[src/ppp_pkg.sv]
package ppp_pkg;
  // register locations on the two address lines
  localparam logic [1:0] ADDR_DATA    = 2'h0;
  localparam logic [1:0] ADDR_STATUS  = 2'h1;
  localparam logic [1:0] ADDR_CONTROL = 2'h2;
  localparam logic [1:0] ADDR_INVALID = 2'h3;
  // control field positions
  localparam int CTL_STROBE  = 0;
  localparam int CTL_AUTOFD  = 1;
  localparam int CTL_INIT    = 2;
  localparam int CTL_SELIN   = 3;
  localparam int CTL_IRQ_EN  = 4;
  // status field positions
  localparam int STS_ERROR   = 3;
  localparam int STS_SELECT  = 4;
  localparam int STS_PAPER   = 5;
  localparam int STS_ACK     = 6;
  localparam int STS_BUSY    = 7;
  // constant fill bits and reset values
  localparam logic [2:0] STS_LOW_ONES  = 3'h7;
  localparam logic [2:0] CTL_HIGH_ONES = 3'h7;
  localparam logic [7:0] DATA_RESET    = 8'h00;
  localparam logic [4:0] CTL_RESET     = 5'h00;
  // input synchroniser depth
  localparam int SYNC_STAGES = 3;
endpackage

[src/ppp_sync.sv]
`timescale 1ns/1ns
// three-stage synchroniser; output updates once stages two and three agree
module ppp_sync #(
  parameter int WIDTH = 8
) (
  input  wire logic             mclk,   // system clock
  input  wire logic             reset,  // synchronous, active high
  input  wire logic [WIDTH-1:0] d,      // asynchronous input
  output logic      [WIDTH-1:0] q       // filtered level
);
  logic [WIDTH-1:0] s1;
  logic [WIDTH-1:0] s2;
  logic [WIDTH-1:0] s3;

  // shift chain; s1 is read by s2 only
  always_ff @(posedge mclk) begin
    if (reset) begin
      s1 <= '0;
      s2 <= '0;
      s3 <= '0;
    end else begin
      s1 <= d;
      s2 <= s1;
      s3 <= s2;
    end
  end

  // per bit: accept a change only when the two later stages agree
  genvar i;
  generate
    for (i = 0; i < WIDTH; i++) begin : g_bit
      always_ff @(posedge mclk) begin
        if (reset) begin
          q[i] <= 1'b0;
        end else if (s2[i] == s3[i]) begin
          q[i] <= s3[i];
        end
      end
    end
  endgenerate
endmodule

[src/ppp_port.sv]
`timescale 1ns/1ns
//////////////////////////////////////////////////////////////////////////////
// Function
// RULE1 - registers respond only while printer_port_select is low
// RULE2 - reads: 0 data, 1 status, 2 control; writes: 0 data, 2 control
// RULE3 - data read returns the eight parallel data lines as sensed
// RULE4 - data write drives the written byte onto the data lines
// RULE5 - status read returns ones in bits 0 to 2
// RULE6 - status bits 3..7: error, selected, paper end, acknowledge, busy
// RULE7 - control bits 0..3 report strobe, autofeed, init, select-in lines
// RULE8 - control bit 4 enables printer_interrupt and reads back
// RULE9 - control read returns ones in bits 5 to 7
// RULE10 - control write uses the read layout for lines and enable
// RULE11 - printer_output_enable high floats every printer pin
// RULE12 - write strobe stores bus data into the addressed register
// RULE13 - values stay latched; invalid writes change nothing
module ppp_port (
  input  wire logic       mclk,                  // 100 MHz clock
  input  wire logic       reset,                 // synchronous, active high
  input  wire logic       printer_port_select_n, // port select, active low
  input  wire logic [1:0] addr,                  // register address
  input  wire logic       host_read_strobe_n,    // read strobe, active low
  input  wire logic       host_write_strobe_n,   // write strobe, active low
  input  wire logic [7:0] host_data_in,          // host bus, write data
  output logic      [7:0] host_data_out,         // host bus, read data
  output logic            host_data_oe,          // host bus drive enable
  input  wire logic [7:0] pdata_in,              // parallel data, sensed
  output logic      [7:0] pdata_out,             // parallel data, driven
  output logic            pdata_oe,              // parallel data enable
  output logic      [3:0] pctl_out,              // strobe/autofd/init/selin
  output logic            pctl_oe,               // control lines enable
  input  wire logic [3:0] pctl_in,               // control lines, sensed
  input  wire logic       error_line,            // printer error
  input  wire logic       select_line,           // printer selected
  input  wire logic       paper_end_line,        // paper end
  input  wire logic       ack_line,              // acknowledge
  input  wire logic       busy_line,             // busy
  input  wire logic       printer_output_enable_n, // high floats the pins
  output logic            printer_interrupt,     // gated interrupt
  output logic            printer_interrupt_oe   // interrupt drive enable
);
  //////////////////////////////////////////////////////////////////////////
  // synchronised inputs from pins
  logic [20:0] raw_in;
  logic [20:0] sync_in;
  logic [7:0]  data_s;
  logic [3:0]  ctl_s;
  logic [4:0]  sts_s;
  logic        sel_n_s;
  logic        rd_n_s;
  logic        wr_n_s;
  logic        oe_n_s;
  logic        wr_n_d;

  // active-low pins are inverted ahead of the chain so the cleared chain reads
  // as idle: no false write edge and no pin drive straight after reset
  assign raw_in = {!printer_output_enable_n, !host_write_strobe_n,
                   !host_read_strobe_n, !printer_port_select_n, busy_line, ack_line,
                   paper_end_line, select_line, error_line, pctl_in, pdata_in};

  ppp_sync #(.WIDTH(21)) u_sync (
    .mclk  (mclk),
    .reset (reset),
    .d     (raw_in),
    .q     (sync_in)
  );

  assign data_s  = sync_in[7:0];
  assign ctl_s   = sync_in[11:8];
  assign sts_s   = sync_in[16:12];
  assign sel_n_s = !sync_in[17];
  assign rd_n_s  = !sync_in[18];
  assign wr_n_s  = !sync_in[19];
  assign oe_n_s  = !sync_in[20];

  //////////////////////////////////////////////////////////////////////////
  // register state
  logic [7:0] out_data;
  logic [4:0] ctl;
  logic       wr_fire;

  // store on the rising edge of the write strobe, so data is settled
  assign wr_fire = !sel_n_s && wr_n_s && !wr_n_d; // RULE1 RULE12

  always_ff @(posedge mclk) begin
    if (reset) begin
      wr_n_d <= 1'b1;
    end else begin
      wr_n_d <= wr_n_s;
    end
  end

  // host_data_in is stable by strobe release; sampled directly at that edge
  always_ff @(posedge mclk) begin
    if (reset) begin
      out_data <= ppp_pkg::DATA_RESET;
    end else if (wr_fire && addr == ppp_pkg::ADDR_DATA) begin // RULE2 RULE4
      out_data <= host_data_in;
    end // RULE13
  end

  always_ff @(posedge mclk) begin
    if (reset) begin
      ctl <= ppp_pkg::CTL_RESET;
    end else if (wr_fire && addr == ppp_pkg::ADDR_CONTROL) begin // RULE2 RULE10
      ctl <= host_data_in[4:0];
    end // RULE13
  end

  //////////////////////////////////////////////////////////////////////////
  // pin drive; all printer pins float while the enable pin is high
  assign pdata_out = out_data; // RULE4
  assign pdata_oe  = !oe_n_s;  // RULE11
  assign pctl_out  = ctl[3:0]; // RULE10
  assign pctl_oe   = !oe_n_s;  // RULE11

  // interrupt: acknowledge pulse gated by the enable bit
  always_ff @(posedge mclk) begin
    if (reset) begin
      printer_interrupt    <= 1'b0;
      printer_interrupt_oe <= 1'b0;
    end else begin
      printer_interrupt    <= ctl[ppp_pkg::CTL_IRQ_EN] & sts_s[ppp_pkg::STS_ACK-3]; // RULE8
      printer_interrupt_oe <= ctl[ppp_pkg::CTL_IRQ_EN] & !oe_n_s; // RULE8 RULE11
    end
  end

  //////////////////////////////////////////////////////////////////////////
  // read mux; invalid location returns zero (undefined in the device)
  logic [7:0] next_rd;
  always_comb begin
    unique case (addr)
      ppp_pkg::ADDR_DATA:    next_rd = data_s; // RULE3
      ppp_pkg::ADDR_STATUS:  next_rd = {sts_s, ppp_pkg::STS_LOW_ONES}; // RULE5 RULE6
      ppp_pkg::ADDR_CONTROL: next_rd = {ppp_pkg::CTL_HIGH_ONES, ctl[4], ctl_s}; // RULE7 RULE9
      ppp_pkg::ADDR_INVALID: next_rd = 8'h00; // RULE13
    endcase
  end

  always_ff @(posedge mclk) begin
    if (reset) begin
      host_data_out <= 8'h00;
    end else begin
      host_data_out <= next_rd; // RULE2
    end
  end

  assign host_data_oe = !sel_n_s && !rd_n_s; // RULE1
endmodule

[config.mk]
export PLATFORM = sky130hd
export DESIGN_NAME = ppp_port
export DESIGN_NICKNAME = d
export VERILOG_FILES = /design/src/ppp_pkg.sv /design/src/ppp_sync.sv /design/src/ppp_port.sv
export SDC_FILE = /design/constraint.sdc
export NUM_CORES = 1
export LEC_CHECK = 0
export ABC_AREA = 1
export BUFFER_PORTS_ARGS = -buffer_cell sky130_fd_sc_hd__buf_2
export CORE_MARGIN = 2
export CORE_UTILIZATION = 50
export DETAILED_ROUTE_END_ITERATION = 6
export GPL_ROUTABILITY_DRIVEN = 0
export GPL_TIMING_DRIVEN = 0
export PLACE_DENSITY = 0.75
export SETUP_SLACK_MARGIN = 0.5
export SKIP_CTS_REPAIR_TIMING = 1
export SLEW_MARGIN = 20
export SYNTH_ARGS = -nofsm -noshare
export SYNTH_HDL_FRONTEND = slang
export SYNTH_SLANG_ARGS = --single-unit
[constraint.sdc]
create_clock -name mclk -period 1.2 [get_ports mclk]
set_input_delay 0.24 -clock mclk [delete_from_list [all_inputs] [get_ports mclk]]
set_output_delay 0.24 -clock mclk [all_outputs]
set_load 0.01 [all_outputs]
* Word-level counts from Yosys, hierarchy flattened
Index checks and enable logic that the tools add are counted.
** Word-level totals
- Flip-flop bits (word level) :: 108
- Input port bits :: 33
- Output and inout bits :: 25
** Cells by class
- Eq/ne operators :: 24
- Multiplexer cells :: 1
- Bitwise operators :: 2
- Reduce and logical (&&, ||, !) cells :: 12
** Operators by type and width (count)
- $pmux 8 s4 :: 1
- $eq 1x1->1 :: 21
- $logic_not 1->1 :: 6
- $logic_and 1x1->1 :: 5
- $eq 2x2->1 const B :: 2
- $and 1x1->1 :: 2
- $eq 2x1->1 const B :: 1
- $logic_not 2->1 :: 1

* Depth between registers and ports, before layout
- Depth after elaboration :: 4
- Mapped depth :: 7
- Mapped depth without buffers :: 6

* Modules after synthesis
Synthesis repeated with hierarchy kept, for this count alone.
** Second synthesis, totals
- Cells, all modules :: 432
- Area total of the unflattened synthesis :: 3713.6 um^2
** By module, submodules not included
- ppp_sync :: instances 1, cells an instance 283, area each 2676.3 um^2, sequential area each 1681.6 um^2
- ppp_port :: instances 1, cells an instance 149, area each 1037.2 um^2, sequential area each 480.5 um^2

* Worst setup path after synthesis
No wires, ideal clock.
- Path type :: register to register
- Start :: register u_sync.q[17]
- End :: register ctl[1]
- Library setup time :: 113 ps
- Data arrival time :: 908 ps
- Required time :: 1087 ps
- Path slack :: 180 ps
- Cell stages (with the launch flop) :: 7
- Period minus slack after synthesis :: 1020 ps
- Cells stage by stage :: dfxtp_1 nand2_1 nor2_2 buf_4 nand3_1 nand2_1 nor2_1
** Between the ends
- Longest elaborated chain between the ends :: 3
** RTL lines
- start: declaration :: line ppp_sync.sv:9 : output logic [WIDTH-1:0] q
- start signal: indexed assignment :: line ppp_sync.sv:36 : q[i] <= s3[i];
- $logic_and 1x1->1 (2 in a row) :: line ppp_port.sv:83 : assign wr_fire = !sel_n_s && wr_n_s && !wr_n_d;
- $logic_and 1x1->1 :: line ppp_port.sv:105 : end else if (wr_fire && addr == ppp_pkg::ADDR_CONTROL) begin
- end signal: assignment :: line ppp_port.sv:104 : ctl <= ppp_pkg::CTL_RESET;
- end signal: assignment :: line ppp_port.sv:106 : ctl <= host_data_in[4:0];
- end: declaration :: line ppp_port.sv:79 : logic [4:0] ctl;
No other way between the ends.
A chain may end at the register's enable or synchronous reset.

* Worst setup path after layout
- Start :: register u_sync.q[20]
- End :: output port pdata_oe
** RTL lines
- end: declaration :: line ppp_port.sv:29 : output logic pdata_oe,
No word-level cell between the ends.

==> results.yml <==
status:
  status: "finished, final reports clean"
worst_hold_path:
  hold_start: "host_write_strobe_n"
  holdPathStages: 2
  min_to: "u_sync.s1[19]"
  hold_path_class: "in2reg"
power_and_ir_drop:
  p_int_mw: 4.91
  power.density_nw_per_um2: 1340
  power_frac_comb_pct: 6.0
  p_sw_share_pct: 22.3
  power_mw: 6.32
  leakage_nw: 2.03
  switchingPower_mw: 1.41
  peakVddDrop_uv: 864
  pwr-share-clk_pct: 35.3
  power_frac_seq_pct: 58.7
drt:
  via_count: 2690
  drcViolationCount: 0
  wl_um: 7030
  drt_pass1_iterations: 4
  post_drt_wl_per_cell_um: 12.0
  postRouteAntennaNets: 0
  drtIter0Drc: 99
  viasPerCell: 4.57
critical_path:
  crit_top_cell: "buf_6"
  cp_cell_sequence: "buf_6 -> buf_6"
  slowest_stage: "dfxtp_4"
  worstPathRequired_ps: 960
  worstSetupPathType: "reg2out"
  reg2reg_from: "u_sync.q[17]"
  worst-r2r-setup-slack_ps: 100
  critPathLaunchType: "flip-flop"
  worstSetupEndpointType: "output pin"
  r2r-end: "pdata_out[7]"
  slowest_delay_ps: 370
  r2r_cells: 5
  worstPathArrival_ps: 940
  path_max_fanout: 4
synth:
  synth_cells: 414
  synth.net_count: 447
  yosysUniqueCellTypes: 18
  synth.avg_cell_area_um2: 8.49
  yosysWarnings: 0
  yosys_register_bits: 108
  syn_area_um2: 3510
  yosysSeqAreaShare_pct: 61.5
place:
  placed_area_um2: 4030
  dp_cells: 566
  hpwlAfterDp_um: 4500
  place_ws_ps: 26.5
  io_buffer_count: 56
cells_and_area:
  area_delta_synth_final_pct: 33.9
  layout_common_cells: "98 x nor2_1, 71 x inv_1, 63 x dfxtp_1"
  layout.cells.non_filler: 588
  diodes: 0
  fill_cells: 512
  multi_input_area_um2: 1120
  drive_above_1_share_pct: 40.4
  fin_nets: 520
  postLayoutCoreUtil_pct: 69.3
  fin_area_um2: 4710
  regArea_um2: 2240
  final_common_cell: "nor2_1"
sta:
  worstMarginPinSlew_ps: 277
  drv_slew: 0
  tns_ps: 0
  fmax_ghz: 0.846
  min_period_over_period_pct: 98.5
  grt_setup_unrepaired: "true"
  setup_viol: 0
  holdWs_ps: 19.2
  skew_ps: 8.36
  timing.final.crit_period_ps: 1180
  setup_ws_ps: 18.0
  maxSlewHeadroom_pct: 81.5
  hold_viol: 0
floorplanning:
  rows: 30
  die_h_um: 87.8
  ios: 58
  initial_core_util_pct: 51.7
  die_area_um2: 7710
  core_um2: 6790
  fp.dieW_um: 87.8
global_route:
  grt_pass1_vias: 2387
  grt_usage_pct: 18.0
  grt_remaining_overflow: 0
  grt_pass1_wl_um: 10400
  antenna_found_initial: 0
  grt_max_degree: 17
clock_network:
  cts_root_buf: "clkbuf_8"
  cts_sinks: 108
  insertion_delay_ps: 370
  clk_pin_slew_ps: 90
  cts.htree.levels: 3
  cts_made_buffers: 9
  cts_tree: "done"
  cts_max_path_buffers: 2
job:
  max-cap-violations: 0
## power by group through the flow
stage / registers, mW / clock network (mW) / logic, mW
floorplan: 3.79 / 0 / 0.212
global placement: 3.79 / 0 / 0.326
detailed placement: 3.80 / 0 / 0.335
CTS: 3.72 / 2.26 / 0.337
global route: 3.72 / 2.42 / 0.423
finish: 3.71 / 2.23 / 0.381
## how the worst max path moves through the flow
| stage | from | end | slack (ps) | cells past startpoint |
|---|---|---|---|---|
| 2_1_floorplan | u_sync.q[19] | ctl[1] | 230 | 7 |
| 3_3_place_gp | addr[1] | pdata_out[5] | 60 | 6 |
| 3_5_place_dp | addr[1] | pdata_out[5] | 30 | 6 |
| 4_1_cts | u_sync.q[17] | host_data_oe | -40 | 3 |
| 5_1_grt | u_sync.q[20] | pdata_oe | -20 | 2 |
| 6_report | u_sync.q[20] | pdata_oe | 20 | 2 |
## worst max-delay path, delay by kind of cell (launching register included)
kind                   cells  cell delay [ps]
DFF                        1              370
buffers and inverters      2              220
## layer usage
layer | GRT usage, % | wire length, um | part of all wire, %
met4 | 9.65 | 182 | 2.6
met5 | 0 | 0 | 0
met2 | 30.2 | 3440 | 49
met1 | 21.4 | 3130 | 45
met3 | 4.05 | 275 | 3.9
## synthesized netlist by cell type, drive strengths merged
master,n,area [um^2]
nand2,24,90.1
dfxtp,108,2160
inv,85,319
a211oi,15,113
o21ai,12,60.1
clkbuf,5,18.8
nand3,15,75.1
nor3,2,10.0
nand3b,1,20.0
buf,13,76.3
nor2,107,434
a21oi,27,135
## sequential cells by signal, summed over array words and instances, names as in the netlist
name	flops
pdata_out	8
printer_interrupt_oe	1
u_sync.s1	21
ctl	5
printer_interrupt	1
u_sync.q	21
u_sync.s2	21
host_data_out	8
u_sync.s3	21
wr_n_d	1
## cell families (layout without fill, tap and decap cells)
family	Yosys count	in the layout	synth area share, %
compound gates	54	54	8.76
simple gates	149	149	17.9
flops	108	108	61.5
buf+inv	103	181	11.8
## cell type report
type,count,share of cell area [%]
well taps,96,2.55
multi-input cells,203,23.9
clock buffers,13,3.38
clock inverters,3,0.957
plain buffers,18,4.47
repair buffers,62,10.1
flip-flops and latches,108,47.5
inverters,85,7.10
No activity file was read; power rests on OpenSTA's default activity.
